### config.mk
export PLATFORM = sky130hd
export DESIGN_NAME = pms_ctrl
export DESIGN_NICKNAME = d
export VERILOG_FILES = /design/src/rtl/pms_pkg.sv /design/src/rtl/pms_ctrl.sv
export SDC_FILE = /design/constraint.sdc
export NUM_CORES = 1
export LEC_CHECK = 0
export BUFFER_PORTS_ARGS = -buffer_cell sky130_fd_sc_hd__clkbuf_2
export CELL_PAD_IN_SITES_DETAIL_PLACEMENT = 1
export CELL_PAD_IN_SITES_GLOBAL_PLACEMENT = 1
export CORE_MARGIN = 2
export CORE_UTILIZATION = 36
export DETAILED_ROUTE_END_ITERATION = 10
export PLACE_DENSITY_LB_ADDON = 0.1
export SLEW_MARGIN = 5
export SYNTH_ARGS = -nofsm -noshare
export SYNTH_HDL_FRONTEND = slang
export SYNTH_SLANG_ARGS = --single-unit
### constraint.sdc
create_clock -name clk_i -period 2.5 [get_ports clk_i]
set_input_delay 0.125 -clock clk_i [delete_from_list [all_inputs] [get_ports clk_i]]
set_output_delay 0.125 -clock clk_i [all_outputs]
set_load 0.01 [all_outputs]
### src/rtl/pms_pkg.sv
// Package: constants and types of the program memory space controller
package pms_pkg;

  // ----------------------------------------------------------------
  // Register map (word offsets on the Wishbone bus)
  // ----------------------------------------------------------------
  localparam logic [3:0] ADDR_MEM_SIZE_CTRL   = 4'h0;
  localparam logic [3:0] ADDR_MEM_SIZE_UNLOCK = 4'h1;
  localparam logic [3:0] ADDR_SEGMENTS        = 4'h2;
  localparam logic [3:0] ADDR_IRQ_STATUS      = 4'h3;
  localparam logic [3:0] ADDR_IRQ_MASK        = 4'h4;

  // ----------------------------------------------------------------
  // Fields and reset values
  // ----------------------------------------------------------------
  localparam int         LARGE_PROG_BIT       = 1;
  localparam logic [7:0] MSC_RESET            = 8'h00;
  localparam logic [7:0] MSC_FIXED_ONES       = 8'hfc;
  localparam logic [3:0] UNLOCK_FIRST         = 4'h5;
  localparam logic [3:0] UNLOCK_SECOND        = 4'ha;
  localparam logic [16:0] INT_ROM_LAST        = 17'h0ffff;

  // Reset vectors
  localparam logic [15:0] VEC_PIN_RESET       = 16'h0000;
  localparam logic [15:0] VEC_BREAK_RESET     = 16'h0002;
  localparam logic [15:0] VEC_WDT_RESET       = 16'h0004;
  localparam logic [15:0] VEC_TRAP_RESET      = 16'h0006;

  // Interrupt status bits
  localparam int IRQ_TRAP   = 0;
  localparam int IRQ_LOCKED = 1;
  localparam int IRQ_WIDTH  = 2;

  // ----------------------------------------------------------------
  // Types
  // ----------------------------------------------------------------
  typedef enum logic [1:0]
  {
    UNL_IDLE  = 2'b00,
    UNL_ARMED = 2'b01,
    UNL_OPEN  = 2'b10
  } pms_unlock_state_t;

  typedef struct packed
  {
    logic        valid;
    logic        table_ref;
    logic [15:0] offset;
  } pms_fetch_req_t;

  typedef struct packed
  {
    logic [16:0] addr;
    logic        to_external;
  } pms_fetch_route_t;

  typedef struct packed
  {
    logic [7:0] ad_low;
    logic       ad_low_oe;
    logic [7:0] addr_mid;
    logic       addr_top;
    logic       latch;
    logic       program_fetch_strobe;
  } pms_ext_bus_t;

endpackage

### src/rtl/pms_ctrl.sv
// Program memory space control: size register, unlock, segments, fetch routing
`timescale 1ns/100ps

module pms_ctrl
  import pms_pkg::*;
(
  // Clock and reset
  input  wire logic             clk_i,
  input  wire logic             rst_i,
  // Reset sources
  input  wire logic             ext_reset_i,
  input  wire logic             break_reset_i,
  input  wire logic             wdt_reset_i,
  // Wishbone slave
  input  wire logic             wb_cyc_i,
  input  wire logic             wb_stb_i,
  input  wire logic             wb_we_i,
  input  wire logic [5:0]       wb_adr_i,
  input  wire logic [3:0]       wb_sel_i,
  input  wire logic [31:0]      wb_dat_i,
  output logic      [31:0]      wb_dat_o,
  output logic                  wb_ack_o,
  // Core events
  input  wire logic             instr_done_i,
  input  wire logic             far_jump_i,
  input  wire logic             far_call_i,
  input  wire logic             far_return_i,
  input  wire logic             far_target_seg_i,
  input  wire logic             vector_take_i,
  input  wire logic             is_interrupt_i,
  input  wire logic [15:0]      vector_addr_i,
  input  wire logic             interrupt_return_i,
  input  wire logic             stacked_seg_i,
  input  wire logic [7:0]       rom_byte_i,
  input  wire logic             rom_byte_valid_i,
  // Fetch path
  input  wire pms_fetch_req_t   fetch_i,
  input  wire logic             external_program_select_i,
  output pms_fetch_route_t      route_o,
  output pms_ext_bus_t          ext_bus_o,
  // Vector and segment state
  output logic [15:0]           pc_load_o,
  output logic                  pc_load_valid_o,
  output logic                  push_segment_o,
  output logic                  code_segment_o,
  output logic                  large_active_o,
  output logic                  trap_reset_o,
  output logic                  irq_o
);

  // ----------------------------------------------------------------
  // Reset aggregation and pin synchroniser
  // ----------------------------------------------------------------
  logic       ea_meta_reg;
  logic       ea_sync_reg;
  logic       trap_reset_reg;
  logic       any_reset;

  always_ff @(posedge clk_i)
  begin
    ea_meta_reg <= external_program_select_i;
    ea_sync_reg <= ea_meta_reg;
  end

  assign any_reset = rst_i | ext_reset_i | break_reset_i | wdt_reset_i | trap_reset_reg;

  // ----------------------------------------------------------------
  // Bus decode
  // ----------------------------------------------------------------
  logic       bus_req;
  logic       wr_ctrl;
  logic       wr_unlock;
  logic       wr_seg;
  logic       wr_status;
  logic       wr_mask;
  logic [3:0] word_adr;

  assign bus_req   = wb_cyc_i & wb_stb_i & ~wb_ack_o;
  assign word_adr  = wb_adr_i[5:2];
  assign wr_ctrl   = bus_req & wb_we_i & wb_sel_i[0] & (word_adr == ADDR_MEM_SIZE_CTRL);
  assign wr_unlock = bus_req & wb_we_i & wb_sel_i[0] & (word_adr == ADDR_MEM_SIZE_UNLOCK);
  assign wr_seg    = bus_req & wb_we_i & wb_sel_i[0] & (word_adr == ADDR_SEGMENTS);
  assign wr_status = bus_req & wb_we_i & wb_sel_i[0] & (word_adr == ADDR_IRQ_STATUS);
  assign wr_mask   = bus_req & wb_we_i & wb_sel_i[0] & (word_adr == ADDR_IRQ_MASK);

  always_ff @(posedge clk_i)
  begin
    if (rst_i)
      wb_ack_o <= 1'b0;
    else
      wb_ack_o <= bus_req;
  end

  // ----------------------------------------------------------------
  // Unlock sequence
  // ----------------------------------------------------------------
  pms_unlock_state_t unlock_reg;

  // Lower nibble is not stored at all, so its content never matters
  always_ff @(posedge clk_i)
  begin
    if (any_reset)
      unlock_reg <= UNL_IDLE;
    else if (wr_unlock)
    begin
      unique case (unlock_reg)
        UNL_IDLE:  unlock_reg <= (wb_dat_i[7:4] == UNLOCK_FIRST) ? UNL_ARMED : UNL_IDLE;
        UNL_ARMED: unlock_reg <= (wb_dat_i[7:4] == UNLOCK_SECOND) ? UNL_OPEN
                               : (wb_dat_i[7:4] == UNLOCK_FIRST) ? UNL_ARMED : UNL_IDLE;
        UNL_OPEN:  unlock_reg <= (wb_dat_i[7:4] == UNLOCK_FIRST) ? UNL_ARMED : UNL_IDLE;
        default:   unlock_reg <= UNL_IDLE;
      endcase
    end
    else if (wr_ctrl)
      unlock_reg <= UNL_IDLE;
  end

  // ----------------------------------------------------------------
  // Size control register, write-once
  // ----------------------------------------------------------------
  logic large_reg;
  logic written_reg;
  logic pending_reg;
  logic large_active_reg;
  logic ctrl_accept;

  assign ctrl_accept = wr_ctrl & ~written_reg;

  always_ff @(posedge clk_i)
  begin
    if (any_reset)
    begin
      large_reg   <= MSC_RESET[LARGE_PROG_BIT];
      written_reg <= 1'b0;
    end
    else if (ctrl_accept)
    begin
      written_reg <= 1'b1;
      if (unlock_reg == UNL_OPEN)
        large_reg <= wb_dat_i[LARGE_PROG_BIT];
    end
  end

  // Expansion waits for two instruction completions: the write's and the next one
  logic [1:0] settle_reg;

  always_ff @(posedge clk_i)
  begin
    if (any_reset)
    begin
      large_active_reg <= 1'b0;
      pending_reg      <= 1'b0;
      settle_reg       <= 2'h0;
    end
    else if (ctrl_accept && unlock_reg == UNL_OPEN)
    begin
      pending_reg      <= wb_dat_i[LARGE_PROG_BIT];
      settle_reg       <= 2'h0;
      if (!wb_dat_i[LARGE_PROG_BIT])
        large_active_reg <= 1'b0;
    end
    else if (pending_reg && instr_done_i)
    begin
      if (settle_reg == 2'h1)
      begin
        large_active_reg <= 1'b1;
        pending_reg      <= 1'b0;
      end
      settle_reg <= settle_reg + 2'h1;
    end
  end

  assign large_active_o = large_active_reg;

  // ----------------------------------------------------------------
  // Opcode trap on far transfer in the small model
  // ----------------------------------------------------------------
  logic far_op;

  assign far_op = far_jump_i | far_call_i | far_return_i;

  always_ff @(posedge clk_i)
  begin
    if (rst_i | trap_reset_reg)
      trap_reset_reg <= 1'b0;
    else
      trap_reset_reg <= far_op & ~large_active_reg;
  end

  assign trap_reset_o = trap_reset_reg;

  // ----------------------------------------------------------------
  // Segments and vector load
  // ----------------------------------------------------------------
  logic       code_seg_reg;
  logic       table_seg_reg;
  logic       vec_busy_reg;
  logic       vec_high_reg;
  logic [7:0] vec_low_reg;
  logic [15:0] vec_addr_reg;
  logic       reset_pend_reg;
  logic [15:0] reset_vec_reg;
  logic [1:0]  vec_guard_reg;
  logic        vec_byte_ok;

  // A byte only counts once the routed address has had time to reach the memory and come back
  assign vec_byte_ok = vec_busy_reg & rom_byte_valid_i & (vec_guard_reg == 2'h0);

  // Remember which reset source fired so the vector fetch can follow release
  always_ff @(posedge clk_i)
  begin
    if (rst_i | ext_reset_i)
    begin
      reset_pend_reg <= 1'b1;
      reset_vec_reg  <= VEC_PIN_RESET;
    end
    else if (break_reset_i)
    begin
      reset_pend_reg <= 1'b1;
      reset_vec_reg  <= VEC_BREAK_RESET;
    end
    else if (wdt_reset_i)
    begin
      reset_pend_reg <= 1'b1;
      reset_vec_reg  <= VEC_WDT_RESET;
    end
    else if (trap_reset_reg)
    begin
      reset_pend_reg <= 1'b1;
      reset_vec_reg  <= VEC_TRAP_RESET;
    end
    else if (!vec_busy_reg)
      reset_pend_reg <= 1'b0;
  end

  always_ff @(posedge clk_i)
  begin
    if (any_reset)
    begin
      vec_busy_reg <= 1'b0;
      vec_high_reg <= 1'b0;
      vec_low_reg  <= 8'h00;
      vec_addr_reg  <= 16'h0000;
      vec_guard_reg <= 2'h0;
    end
    else if (!vec_busy_reg && (reset_pend_reg || vector_take_i))
    begin
      vec_busy_reg  <= 1'b1;
      vec_high_reg  <= 1'b0;
      vec_guard_reg <= 2'h2;
      vec_addr_reg  <= reset_pend_reg ? reset_vec_reg : {vector_addr_i[15:1], 1'b0};
    end
    else if (vec_byte_ok)
    begin
      if (!vec_high_reg)
      begin
        vec_low_reg   <= rom_byte_i;
        vec_high_reg  <= 1'b1;
        vec_guard_reg <= 2'h2;
      end
      else
        vec_busy_reg <= 1'b0;
    end
    else if (vec_guard_reg != 2'h0)
      vec_guard_reg <= vec_guard_reg - 2'h1;
  end

  always_ff @(posedge clk_i)
  begin
    if (any_reset)
    begin
      pc_load_o       <= 16'h0000;
      pc_load_valid_o <= 1'b0;
    end
    else
    begin
      pc_load_valid_o <= vec_high_reg & vec_byte_ok;
      if (vec_high_reg && vec_byte_ok)
        pc_load_o <= {rom_byte_i, vec_low_reg};
    end
  end

  always_ff @(posedge clk_i)
  begin
    if (any_reset)
      push_segment_o <= 1'b0;
    else
      push_segment_o <= vector_take_i & is_interrupt_i & ~vec_busy_reg & large_active_reg;
  end

  always_ff @(posedge clk_i)
  begin
    if (any_reset)
    begin
      code_seg_reg  <= 1'b0;
      table_seg_reg <= 1'b0;
    end
    else
    begin
      if (vec_busy_reg)
        code_seg_reg <= 1'b0;
      else if (interrupt_return_i && large_active_reg)
        code_seg_reg <= stacked_seg_i;
      else if ((far_jump_i || far_call_i || far_return_i) && large_active_reg)
        code_seg_reg <= far_target_seg_i;
      else if (wr_seg && large_active_reg)
        code_seg_reg <= wb_dat_i[0];
      if (wr_seg)
        table_seg_reg <= wb_dat_i[1] & large_active_reg;
    end
  end

  assign code_segment_o = code_seg_reg;

  // ----------------------------------------------------------------
  // Fetch routing and external bus
  // ----------------------------------------------------------------
  logic [16:0] fetch_addr;
  logic        seg_sel;

  always_comb
  begin
    seg_sel = fetch_i.table_ref ? table_seg_reg : code_seg_reg;
    if (vec_busy_reg)
      fetch_addr = {1'b0, vec_addr_reg[15:1], vec_high_reg};
    else
      fetch_addr = {seg_sel & large_active_reg, fetch_i.offset};
  end

  always_ff @(posedge clk_i)
  begin
    if (any_reset)
    begin
      route_o   <= '0;
      ext_bus_o <= '0;
    end
    else
    begin
      route_o.addr        <= fetch_addr;
      route_o.to_external <= ~ea_sync_reg | (fetch_addr > INT_ROM_LAST);
      if ((fetch_i.valid || vec_busy_reg) && (!ea_sync_reg || fetch_addr > INT_ROM_LAST))
      begin
        ext_bus_o.ad_low               <= fetch_addr[7:0];
        ext_bus_o.ad_low_oe            <= 1'b1;
        ext_bus_o.addr_mid             <= fetch_addr[15:8];
        ext_bus_o.addr_top             <= fetch_addr[16];
        ext_bus_o.latch                <= 1'b1;
        ext_bus_o.program_fetch_strobe <= 1'b1;
      end
      else
      begin
        ext_bus_o.ad_low_oe            <= 1'b0;
        ext_bus_o.latch                <= 1'b0;
        ext_bus_o.program_fetch_strobe <= 1'b0;
      end
    end
  end

  // ----------------------------------------------------------------
  // Interrupt status and mask
  // ----------------------------------------------------------------
  logic [IRQ_WIDTH-1:0] irq_status_reg;
  logic [IRQ_WIDTH-1:0] irq_mask_reg;
  logic [IRQ_WIDTH-1:0] irq_set;

  assign irq_set[IRQ_TRAP]   = trap_reset_reg;
  assign irq_set[IRQ_LOCKED] = wr_ctrl & written_reg;

  // Status survives core resets so software can see why it restarted
  always_ff @(posedge clk_i)
  begin
    if (rst_i)
    begin
      irq_status_reg <= '0;
      irq_mask_reg   <= '0;
    end
    else
    begin
      irq_status_reg <= (irq_status_reg & ~(wr_status ? wb_dat_i[IRQ_WIDTH-1:0] : '0)) | irq_set;
      if (wr_mask)
        irq_mask_reg <= wb_dat_i[IRQ_WIDTH-1:0];
    end
  end

  assign irq_o = |(irq_status_reg & irq_mask_reg);

  // ----------------------------------------------------------------
  // Read data
  // ----------------------------------------------------------------
  always_ff @(posedge clk_i)
  begin
    if (rst_i)
      wb_dat_o <= 32'h0000_0000;
    else if (bus_req && !wb_we_i)
    begin
      unique case (word_adr)
        ADDR_MEM_SIZE_CTRL:   wb_dat_o <= {24'h000000, MSC_FIXED_ONES | {6'h00, large_reg, 1'b0}};
        ADDR_MEM_SIZE_UNLOCK: wb_dat_o <= {30'h00000000, unlock_reg};
        ADDR_SEGMENTS:        wb_dat_o <= {29'h00000000, large_active_reg, table_seg_reg, code_seg_reg};
        ADDR_IRQ_STATUS:      wb_dat_o <= {30'h00000000, irq_status_reg};
        ADDR_IRQ_MASK:        wb_dat_o <= {30'h00000000, irq_mask_reg};
        default:              wb_dat_o <= 32'h0000_0000;
      endcase
    end
  end

  // ----------------------------------------------------------------
  // Checks
  // ----------------------------------------------------------------
  a_small_after_reset: assert property (@(posedge clk_i) disable iff (rst_i)
    $past(any_reset) |-> !large_active_reg)
    else $error("expansion active right after reset");

  a_trap_on_far: assert property (@(posedge clk_i) disable iff (rst_i)
    (far_op && !large_active_reg && !any_reset) |=> trap_reset_reg)
    else $error("far op in small model without trap");

  a_write_once: assert property (@(posedge clk_i) disable iff (rst_i)
    (written_reg && !any_reset) |=> $stable(large_reg))
    else $error("size register changed after first write");

  a_read_fixed: assert property (@(posedge clk_i) disable iff (rst_i)
    (bus_req && !wb_we_i && word_adr == ADDR_MEM_SIZE_CTRL) |=> (wb_dat_o[7:2] == 6'h3f && !wb_dat_o[0]))
    else $error("fixed bits of size register wrong");

  a_unlock_needed: assert property (@(posedge clk_i) disable iff (rst_i)
    (ctrl_accept && unlock_reg != UNL_OPEN && !any_reset) |=> $stable(large_reg))
    else $error("enable changed without unlock");

  a_unlock_abort: assert property (@(posedge clk_i) disable iff (rst_i)
    (wr_unlock && unlock_reg == UNL_ARMED && wb_dat_i[7:4] != UNLOCK_SECOND && !any_reset)
      |=> unlock_reg != UNL_OPEN)
    else $error("unlock opened by wrong value");

  a_vec_clears_seg: assert property (@(posedge clk_i) disable iff (rst_i)
    vec_busy_reg |=> !code_seg_reg)
    else $error("code segment not cleared on vector load");

  a_ea_low_ext: assert property (@(posedge clk_i) disable iff (rst_i)
    (!ea_sync_reg && !any_reset) |=> route_o.to_external)
    else $error("internal fetch with external select low");

  a_delayed_expand: assert property (@(posedge clk_i) disable iff (rst_i)
    (ctrl_accept && unlock_reg == UNL_OPEN && !any_reset) |=> !large_active_reg)
    else $error("expansion applied at once");

endmodule

==> Word-level counts from Yosys, hierarchy flattened <==
Index checks and enable logic that the tools add are counted.
{ "totals": {"register_bits": 137, "output_inout_bits": 93} }
{ "op_classes": {"n_addsub": 2, "magnitude_cmp": 1, "n_eq_ne": 12, "n_mux": 32, "n_bitwise": 39, "n_reduce_logical": 45} }
{ "op_table": {"columns": ["operator", "count"], "rows": [
  ["$pmux 8 s5", 1],
  ["$and 1x1->1", 20],
  ["$mux 2", 10],
  ["$gt 17x16->1 const B", 1],
  ["$mux 17", 1],
  ["$mux 1", 16],
  ["$mux 16", 1],
  ["$reduce_bool 2->1", 8],
  ["$reduce_or 2->1", 6],
  ["$reduce_and 2->1", 5],
  ["$logic_and 1x1->1", 9],
  ["$reduce_bool 3->1", 3],
  ["$eq 4x2->1 const B", 2],
  ["$eq 4x3->1 const B", 2],
  ["$or 1x1->1", 8],
  ["$not 1->1", 7],
  ["$mux 3", 2],
  ["$reduce_and 3->1", 2],
  ["$logic_or 1x1->1", 5],
  ["$and 2x2->2", 2],
  ["$eq 2x1->1 const B", 2],
  ["$eq 4x1->1 const B", 1],
  ["$eq 4x4->1 const B", 1],
  ["$logic_not 2->1", 2],
  ["other kinds (11)", 14]
]} }

==> Depth between registers and ports, before layout <==
Gate-level depths: netlist of run 1.
{ "depth": {"ltp_word": 9, "mapped_depth": 8, "depth_no_buf": 6} }

==> Worst setup path after synthesis of run 1 <==
Ideal clock, no wire load.
{ "synth_path": {"path_kind": "register to register", "start": "register vec_guard_reg[0]", "end": "register pc_load_o[10]", "setup_time_ns": 0.120, "t_arrival_ns": 1.350, "path_slack_ns": 1.031, "path_stages_with_launch": 9, "path_cell_list": "dfxtp_1 > inv_1 > ha_1 > and3_1 > and2_1 > buf_2 > buf_2 > nand2_1 > a21oi_1"} }
{ "synth_via": {"elab_chain_cells": 3} }
{ "synth_rtl": {"columns": ["item", "line", "rtl"], "rows": [
  ["start, declared", "pms_ctrl.sv:203", "logic [1:0] vec_guard_reg;"],
  ["start signal, assigned", "pms_ctrl.sv:265", "vec_guard_reg <= vec_guard_reg - 2'h1;"],
  ["$logic_not 2->1", "pms_ctrl.sv:207", "assign vec_byte_ok = vec_busy_reg & rom_byte_valid_i & (vec_guard_reg == 2'h0);"],
  ["$and 1x1->1", "pms_ctrl.sv:207", null],
  ["$logic_and 1x1->1", "pms_ctrl.sv:278", "if (vec_high_reg && vec_byte_ok)"],
  ["end signal, assigned", "pms_ctrl.sv:279", "pc_load_o <= {rom_byte_i, vec_low_reg};"],
  ["end, declared", "pms_ctrl.sv:42", "output logic [15:0] pc_load_o,"]
]} }
No other way between the ends.
A chain may end at the register's enable or synchronous reset.

==> Worst setup path in the final report of run 1 <==
{ "layout_path": {"start": "input ext_reset_i", "end": "register ext_bus_o[12] in the netlist's numbering"} }
{ "layout_via": {"elab_chain_cells": 4} }
{ "layout_rtl": {"columns": ["item", "line", "rtl"], "rows": [
  ["start, declared", "pms_ctrl.sv:11", "input wire logic ext_reset_i,"],
  ["$or 1x1->1 (4 in series)", "pms_ctrl.sv:65", "assign any_reset = rst_i | ext_reset_i | break_reset_i | wdt_reset_i | trap_reset_reg;"],
  ["end, declared", "pms_ctrl.sv:40", "output pms_ext_bus_t ext_bus_o,"]
]} }
No other way between the ends.

==> flow_summary.json, run 1 <==
{
  "synth_top_area_cell": "dfxtp_1",
  "ys_types": 51,
  "combPwrFrac_pct": 7.2,
  "yosys-top-cells-area": "dfxtp_1, a21oi_1, nand2_1",
  "place_area_um2": 5170,
  "muxShareOfSynthArea_pct": 6.32,
  "clk-insertion-delay-late_ns": 0.35,
  "place_worst_setup_slack_ns": 0.695,
  "hold_violations": 0,
  "clk_path_buf_depth": 2,
  "path_buf_inv": 4,
  "yosys-top-cells-count": "dfxtp_1, nand2_1, a21oi_1",
  "post_cts_buffers": 0,
  "cts_made_buffers": 9,
  "internal-power_uw": 2510,
  "via_per_inst": 4.86,
  "min_to": "vec_low_reg[0]$_SDFFE_PP0P_",
  "wl_mm": 12.1,
  "htree_levels": 3,
  "ys_seq_elements": 106,
  "num-nets-final": 742,
  "async_flop_share_pct": 0,
  "ys_warn_count": 0,
  "stdcell_count": 809,
  "skew_ns": 0.00719,
  "syn_area_um2": 4480,
  "critical_path_class": "input port to flip-flop",
  "dieArea_um2": 13300,
  "crit_fanout": 45,
  "synth-edff-count": 0,
  "tritoncts": "done",
  "portBuffers": 139,
  "critical_path.cell_chain": "dlygate4sd3_1 > clkbuf_2 > nor3_4 > buf_4 > nand2_2 > buf_4 > nor2_1 > a31o_1",
  "p_seq_share_pct": 52.3,
  "power.leakage_uw": 0.00219,
  "max_freq_mhz": 567,
  "wire_per_inst_um": 15.0,
  "start_kind": "input port",
  "slowest_stage": "dlygate4sd3_1",
  "clkSinkCount": 106,
  "synth_xor_area_share_pct": 0.196,
  "fin_setup_tns_ns": 0,
  "fin_total_pwr_uw": 3270,
  "path_clk_slew_ns": 0.07,
  "routabilityCongestion": 0.757,
  "synthCells": 513,
  "crit_top_cell": "buf_4",
  "rsz0062_at_grt": "no",
  "irDropWorstVdd_uv": 309,
  "drt_iter0_markers": 139,
  "timing.rr.start": "trap_reset_o$_SDFF_PP0_",
  "netlist.area_leader.share_pct": 47.4,
  "worst_ep_required_time_ns": 2.74,
  "report.final.slew_viol_count": 0,
  "drive_above_1_share_pct": 27.6,
  "relSlewSlack_pct": 57.1,
  "synth_compound_area_share_pct": 14.3,
  "dp_hpwl_mm": 8.86,
  "hold_path.startpoint": "rom_byte_i[0]",
  "cts_root_buffer": "clkbuf_16",
  "yosys.area_share.simple_pct": 22.1,
  "r2r-end": "ext_bus_o[12]$_SDFFE_PP0P_",
  "setup_slack_ns": 0.735,
  "rows": 40,
  "drc_errors": 0,
  "synth_seq_area_share_pct": 47.4,
  "place_inst": 791,
  "antenna_found_initial": 0,
  "arrival_ns": 2.00,
  "r2r_slack_ns": 0.75,
  "die_h_um": 116,
  "vias": 3934,
  "grt_pass1_vias": 3939,
  "setup_viol": 0,
  "post_cts_resized": 0,
  "postCtsHoldBufs": 3,
  "endpoint_kind": "flip-flop",
  "holdCritPathClass": "input port to flip-flop",
  "synth_top_family_by_area": "simple AND/OR/NAND/NOR gates",
  "gr-total-overflow": 0,
  "io_pins": 196,
  "grt_first_pass_wirelength_mm": 19.3,
  "stdcell_area_um2": 5480,
  "drv.max_cap_violation_count": 0,
  "synth_fa_ha_area_share_pct": 0.559,
  "status": "finished clean",
  "drtPass1Iterations": 4,
  "reg.largest.list": "ext_bus_o: 18 flops, route_o: 18 flops, pc_load_o: 16 flops",
  "diodes": 0,
  "period_minus_slack_ns": 1.76,
  "syn_to_final_growth_pct": 22.3,
  "yosysMostFrequentCell": "dfxtp_1",
  "fin_crit_sh_pct": 70.6,
  "fp.dieW_um": 116,
  "core_um2": 12100,
  "track_usage_pct": 18.5,
  "holdPathStages": 3,
  "critPathLaunch": "ext_reset_i",
  "start_util_pct": 37.1,
  "crit_family": "buffers and inverters",
  "p_switching_uw": 759,
  "p_clk_share_pct": 40.6,
  "ff2ff_path_depth": 6,
  "synth_top_flop_cell": "dfxtp_1",
  "antenna_left": 0,
  "power_per_cell_area_nw_per_um2": 598,
  "power.share.switching_pct": 23.2,
  "max_stage_delay_ns": 0.54,
  "grt_max_degree": 46,
  "tightest_slew_ns": 0.635,
  "synth.avg_cell_area_um2": 8.73
}
## cells by family (layout without fill, tap and decap cells)
kind of cell             Yosys count  count (layout)
XOR/XNOR                           1               1
adder cells (fa/ha/maj)            2               2
buffers and inverters             69             174
flip-flops                       106             106
multiplexers                      28              28
AND/OR/NAND/NOR                  199             199
other                              1              24
AO/OA/AOI/OAI                    107             107
## power groups by stage
stage	registers [µW]	clock network (µW)	logic, µW
floorplan	1750	0	147
global placement	1750	0	228
detailed placement	1750	0	232
CTS	1710	1380	237
global route	1710	1440	261
finish	1710	1330	235
## worst register-to-register path, stage by stage, from the launching register on
cell and delay (ns):
dfxtp_1 0.45, nor2_2 0.07, buf_4 0.21, nand2_2 0.08, buf_4 0.42, nor2_1 0.18
a31o_1 0.24
## how the worst max path moves through the flow
| stage | endpoint | depth (start not counted) | slack (ns) |
|---|---|---|---|
| 2_1_floorplan | pc_load_o[10]$_SDFFE_PP0P_ | 8 | 1.03 |
| 3_3_place_gp | ext_bus_o[12]$_SDFFE_PP0P_ | 6 | 0.72 |
| 3_5_place_dp | ext_bus_o[12]$_SDFFE_PP0P_ | 6 | 0.70 |
| 4_1_cts | ext_bus_o[12]$_SDFFE_PP0P_ | 6 | 0.68 |
| 5_1_grt | ext_bus_o[12]$_SDFFE_PP0P_ | 6 | 0.57 |
| 6_report | ext_bus_o[12]$_SDFFE_PP0P_ | 8 | 0.74 |
## layout by cell type (no fill, tap or decap), types with 5 or more instances in the layout
master / synthesis / final
a31o_1: 16 / 16
nand4_1: 5 / 5
clkbuf_2: 0 / 139
inv_1: 6 / 6
nand3_1: 20 / 20
a21oi_1: 64 / 64
nor3_1: 5 / 5
nand2_1: 81 / 81
nand3b_1: 16 / 16
nor2_1: 40 / 39
clkbuf_16: 0 / 9
o21ai_0: 13 / 13
conb_1: 1 / 24
buf_4: 30 / 11
dfxtp_1: 106 / 106
mux2i_1: 26 / 26
## per-stage QoR
| step | hold WS, ns | utilization (%) |
|---|---|---|
| after floorplan | 0.153 | - |
| after global placement | 0.228 | 42.9 |
| after detailed placement | 0.230 | 42.9 |
| after CTS | 0.00753 | 45.4 |
| after global routing | 0.0246 | 45.4 |
| final | 0.0195 | 45.4 |
## area by class of cell
type	count	area, µm²
fill	1458	6590
clock inverter	2	12.5
timing repair buffer	153	808
tap	168	210
multi-input combinational	361	2040
inverter	6	22.5
clock buffer	13	260
sequential	106	2120
## routing by layer
layer / global-route usage, % / share of wire [%] / vias up
li1: - / - / 1955
met1: 23.7 / 46 / 1869
met2: 30.9 / 48 / 94
met3: 3.29 / 3.9 / 16
met4: 7.23 / 1.9 / 0
met5: 0 / 0 / -
(Power assumes the default switching activity.)
==> run 2: changes to the inputs <==
- CORE_UTILIZATION: 36 -> 30
- clock period: 2.5 -> 1.4 ns (I/O delays scaled with it)
==> flow_summary.json, run 2 (same netlist as run 1, synthesis figures left out) <==
{
  "status": "complete, but fails checks",
  "violations": "negative setup slack",
  "hold_violations": 0,
  "report.final.slew_viol_count": 0,
  "start_kind": "flip-flop",
  "grt_pass1_vias": 4361,
  "final_cell_mix": "clkbuf_2, dfxtp_1, nand2_1",
  "wl_mm": 13.8,
  "dieArea_um2": 15900,
  "routabilityCongestion": 0.796,
  "die_h_um": 126,
  "fillers": 1729,
  "ff2ff_path_depth": 5,
  "tritoncts": "done",
  "via_per_inst": 4.73,
  "io_pins": 196,
  "diodes": 0,
  "drt_iter0_markers": 144,
  "drv.max_cap_violation_count": 0,
  "worst_ep_required_time_ns": 1.64,
  "wl_met2_mm": 6.72,
  "clk_path_buf_depth": 2,
  "crit_fanout": 2,
  "crit_cells": 5,
  "endpoint_kind": "flip-flop",
  "grt_max_degree": 39,
  "crit_family": "simple AND/OR/NAND/NOR gates",
  "place_inst": 832,
  "path_clk_slew_ns": 0.07,
  "syn_to_final_growth_pct": 39.9,
  "grt_first_pass_wirelength_mm": 22.4,
  "num-nets-final": 799,
  "slowest_stage": "dfxtp_1",
  "track_usage_pct": 17.7,
  "final_common_cell": "clkbuf_2",
  "arrival_ns": 1.69,
  "max_stage_delay_ns": 0.31,
  "dr.max_layer_used": "met4",
  "stdcell_count": 883,
  "reg.largest.list": "ext_bus_o: 18 flops, route_o: 18 flops, pc_load_o: 16 flops",
  "gr-total-overflow": 0,
  "worst_hold_slack_ns": 0.0108,
  "fin_total_pwr_uw": 6220,
  "drive_above_1_share_pct": 34.6,
  "clkSinkCount": 106,
  "fp.dieW_um": 126,
  "drtPass1Iterations": 4,
  "dp_hpwl_mm": 9.64,
  "fin_setup_tns_ns": -0.284,
  "power_per_cell_area_nw_per_um2": 994,
  "portBuffers": 139,
  "period_minus_slack_ns": 1.45,
  "skew_ns": 0.00814,
  "core_um2": 14500,
  "fin_crit_sh_pct": 104,
  "antenna_left": 0,
  "holdCritPathClass": "input port to flip-flop",
  "cts_root_buffer": "clkbuf_16",
  "rows": 44,
  "irDropWorstVdd_uv": 574,
  "drc_errors": 0,
  "setup_slack_ns": -0.0515,
  "clk-insertion-delay-late_ns": 0.36,
  "max_freq_mhz": 689,
  "cts_made_buffers": 9,
  "holdPathStages": 3,
  "setup_viol": 7,
  "critical_path_class": "flip-flop to flip-flop",
  "start_util_pct": 30.8,
  "critical_path.cell_chain": "nand3b_1 > buf_6 > nor4_4 > mux2i_1 > nor2_1",
  "rsz0062_at_grt": "yes",
  "vias": 4176,
  "wire_per_inst_um": 15.7,
  "power.leakage_uw": 0.00254,
  "antenna_found_initial": 0,
  "htree_levels": 3,
  "path_buf_inv": 1,
  "wl_met1_mm": 6.41,
  "wl_met3_um": 515
}
-- run 2: cell types whose count changed in the layout (fill, tap and decap cells not counted), moves of 3 or more --
cell / before / now
nand2_1: 81 / 66
buf_4: 11 / 29
o21ai_0: 13 / 9
o21ai_1: 2 / 5
nand2_2: 1 / 15
buf_12: 0 / 9
buf_6: 0 / 6
dlygate4sd3_1: 3 / 26
-- run 2: layout make-up --
type | instances | area (µm²) | area share, %
clock buffer | 10 | 239 | 3.82
clock inverter | 6 | 65.1 | 1.04
inverter | 6 | 22.5 | 0.360
multi-input combinational | 361 | 2150 | 34.3
sequential | 106 | 2120 | 33.9
tap | 184 | 230 | 3.68
timing repair buffer | 210 | 1440 | 22.9
-- run 2: metal layers --
metal | vias up | global-route usage (%)
met4 | 0 | 6.01
met1 | 1997 | 22.6
li1 | 2074 | -
met2 | 94 | 30.0
met3 | 11 | 3.14
met5 | - | 0
-- run 2: timing repair --
| action | CTS | global route |
|---|---|---|
| endpoints found under the hold margin | 33 | 0 |
| pin swaps | 15 | 5 |
| setup buffers | 9 | 0 |
| setup endpoints to repair | 45 | 59 |
| gates cloned | 2 | 0 |
| gates resized for setup | 31 | 15 |
| hold buffers | 26 | 0 |
-- run 2: path summary, 6_finish.rpt --
check                 startpoint                          to  slack (ns)
max reg2reg  wb_ack_o$_SDFF_PP0_  unlock_reg[1]$_SDFFE_PP0P_       -0.05
min reg2reg  ea_meta_reg$_DFF_P_         ea_sync_reg$_DFF_P_        0.34
max          wb_ack_o$_SDFF_PP0_  unlock_reg[1]$_SDFFE_PP0P_       -0.05
min                   fetch_i[7]       route_o[8]$_SDFF_PP0_        0.01
-- run 2: worst register-to-register path, delay by kind of cell (launching register included) --
kind | cells | cell delay, ns
AND/OR/NAND/NOR | 3 | 0.57
multiplexers | 1 | 0.29
buffers and inverters | 1 | 0.17
flip-flops | 1 | 0.31
-- run 2: metrics by stage --
stage	cell area [µm²]	util [%]	setup WS, ns
after floorplan	4580	-	0.0152
after global placement	5460	37.6	-0.171
after detailed placement	5460	37.6	-0.222
after CTS	6280	43.2	-0.0508
after global routing	6260	43.1	-0.145
final	6260	43.1	-0.0515
-- run 2: power breakdown --
group	total (µW)	leakage (µW)	internal (µW)	switching, µW
logic	549	0.00153	249	300
registers	3050	0.000857	3040	15.7
clock network	2620	0.000154	1440	1180
total	6220	0.00254	4730	1500
==> run 3: changes to the inputs <==
--- a/config.mk
+++ b/config.mk
@@ -7,2 +7,3 @@
 export LEC_CHECK = 0
+export ABC_AREA = 1
 export BUFFER_PORTS_ARGS = -buffer_cell sky130_fd_sc_hd__clkbuf_2
@@ -14,2 +15,3 @@
 export PLACE_DENSITY_LB_ADDON = 0.1
+export REMOVE_ABC_BUFFERS = 1
 export SLEW_MARGIN = 5
--- a/constraint.sdc
+++ b/constraint.sdc
@@ -3,2 +3,2 @@
 set_output_delay 0.07 -clock clk_i [all_outputs]
-set_load 0.01 [all_outputs]
+set_load 0.1 [all_outputs]
==> flow_summary.json, run 3 <==
{
  "status": "finished clean",
  "yosysMostFrequentCell": "dfxtp_1",
  "critical_path_class": "flip-flop to flip-flop",
  "report.final.slew_viol_count": 0,
  "die_h_um": 126,
  "hold_violations": 0,
  "syn_to_final_growth_pct": 36.6,
  "clkSinkCount": 106,
  "synth_top_flop_cell": "dfxtp_1",
  "wl_mm": 13.6,
  "drive_above_1_share_pct": 30.8,
  "ys_warn_count": 0,
  "dp_hpwl_mm": 9.76,
  "antenna_found_initial": 0,
  "path_clk_slew_ns": 0.07,
  "tritoncts": "done",
  "wire_per_inst_um": 14.4,
  "max_freq_mhz": 719,
  "routabilityCongestion": 0.779,
  "dr.max_layer_used": "met4",
  "reg.largest.list": "ext_bus_o: 18 flops, route_o: 18 flops, pc_load_o: 16 flops",
  "arrival_ns": 1.64,
  "start_kind": "flip-flop",
  "drtPass1Iterations": 4,
  "drv.max_cap_violation_count": 0,
  "max_stage_delay_ns": 0.33,
  "cts_root_buffer": "clkbuf_16",
  "fillers": 1815,
  "via_per_inst": 4.56,
  "synthCells": 573,
  "wl_met1_mm": 6.13,
  "yosys-top-cells-count": "dfxtp_1, nor2_1, nand2_1",
  "synth_top_area_cell": "dfxtp_1",
  "start_util_pct": 30.7,
  "power.leakage_uw": 0.00279,
  "irDropWorstVdd_uv": 486,
  "endpoint_kind": "flip-flop",
  "rsz0062_at_grt": "yes",
  "fin_total_pwr_uw": 6690,
  "holdCritPathClass": "input port to flip-flop",
  "dieArea_um2": 15900,
  "ys_seq_elements": 106,
  "core_um2": 14600,
  "num-nets-final": 863,
  "wl_met3_um": 547,
  "crit_top_cell": "nor2_1",
  "track_usage_pct": 17.0,
  "syn_area_um2": 4480,
  "worst_ep_required_time_ns": 1.65,
  "clk_path_buf_depth": 2,
  "place_inst": 895,
  "gr-total-overflow": 0,
  "synth.avg_cell_area_um2": 7.82,
  "portBuffers": 139,
  "crit_family": "simple AND/OR/NAND/NOR gates",
  "fin_setup_tns_ns": 0,
  "relSlewSlack_pct": 62.6,
  "tightest_slew_ns": 0.564,
  "netlist.area_leader.share_pct": 47.3,
  "drc_errors": 0,
  "final_cell_mix": "clkbuf_2, dfxtp_1, nor2_1",
  "clk-insertion-delay-late_ns": 0.35,
  "yosys-top-cells-area": "dfxtp_1, nor2_1, nand2_1",
  "wl_met2_mm": 6.79,
  "setup_viol": 0,
  "critical_path.cell_chain": "inv_2 > ha_4 > nand3_4 > nor2_4 > clkinvlp_4 > nor2_1 > nor2_1",
  "async_flop_share_pct": 0,
  "diodes": 0,
  "grt_first_pass_wirelength_mm": 21.7,
  "slowest_stage": "dfxtp_2",
  "grt_pass1_vias": 4365,
  "fin_crit_sh_pct": 99.3,
  "stdcell_count": 947,
  "path_buf_inv": 2,
  "drt_iter0_markers": 150,
  "period_minus_slack_ns": 1.39,
  "ys_types": 42,
  "synth_seq_area_share_pct": 47.3,
  "htree_levels": 3,
  "fp.dieW_um": 126,
  "synth-edff-count": 0,
  "io_pins": 196,
  "cts_made_buffers": 9,
  "final_common_cell": "clkbuf_2",
  "skew_ns": 0.0111,
  "antenna_left": 0,
  "rows": 44,
  "grt_max_degree": 30,
  "power_per_cell_area_nw_per_um2": 1090,
  "vias": 4317,
  "crit_fanout": 8
}
## run 3: cells by family after synthesis
family,after synthesis,synth area share [%]
muxes,2,0.447
adders and majority gates,2,0.558
xor gates and xnor gates,1,0.195
DFF,106,47.3
other,1,0.0836
AOI/OAI and AO/OA,108,13.5
buffers and inverters,104,13.0
and+or+nand+nor,249,24.9
## run 3: path summary, 6_finish.rpt
kind | slack (ns) | from | cells after the start | endpoint
setup / recovery | 0.009 | vec_guard_reg[1]$_SDFFE_PP0P_ | 7 | vec_low_reg[2]$_SDFFE_PP0P_
hold reg to reg | 0.33 | ea_meta_reg$_DFF_P_ | 0 | ea_sync_reg$_DFF_P_
setup reg to reg | 0.009 | vec_guard_reg[1]$_SDFFE_PP0P_ | 7 | vec_low_reg[2]$_SDFFE_PP0P_
hold / removal | 0.01 | fetch_i[14] | 3 | route_o[15]$_SDFF_PP0_
## run 3: cell type report
class	count	area (µm²)	share of cell area [%]
timing repair buffer	204	1340	21.8
inverter	50	199	3.25
sequential	106	2130	34.7
timing repair inverter	1	6.26	0.102
tap	184	230	3.76
clock inverter	4	48.8	0.797
multi-input combinational	386	1910	31.2
clock buffer	12	267	4.35
## run 3: metrics by stage
| stage | cell area, µm² | hold WS (ns) | worst slack (ns) | utilization (%) |
|---|---|---|---|---|
| 3_5_place_dp | 5370 | 0.179 | -0.0279 | 36.8 |
| 4_1_cts | 5990 | 0.00282 | 0.0202 | 41.1 |
| 6_report | 6120 | 0.0121 | 0.00950 | 42.0 |
| 5_1_grt | 6120 | 0.0372 | -0.0917 | 42.0 |
| 2_1_floorplan | 4170 | 0.0977 | -2.59 | - |
| 3_3_place_gp | 5370 | 0.176 | 0.0312 | 36.8 |
## run 3: where the power goes
group,internal [µW],leakage [µW],switching (µW)
Clock,1530,0.000159,1160
Sequential,3040,0.000858,18.2
Combinational,247,0.00178,694
Total,4820,0.00279,1870
## run 3: worst min-delay path: stages
cell and delay (ns):
clkbuf_2 0.08, mux2i_1 0.08, nor2_1 0.09
## run 3: metal layers
metal	global-route usage, %	vias to the layer above
met5	0	-
met4	5.62	0
met3	3.14	13
met2	29.9	95
met1	21.1	2038
li1	-	2171
## run 3: repair_timing
item	in CTS	in global routing
pin swaps	1	10
hold endpoints to repair	35	0
setup endpoints to repair	18	42
resized for setup	3	48
buffers inserted	1	5
hold buffers	28	0
gates cloned	0	2
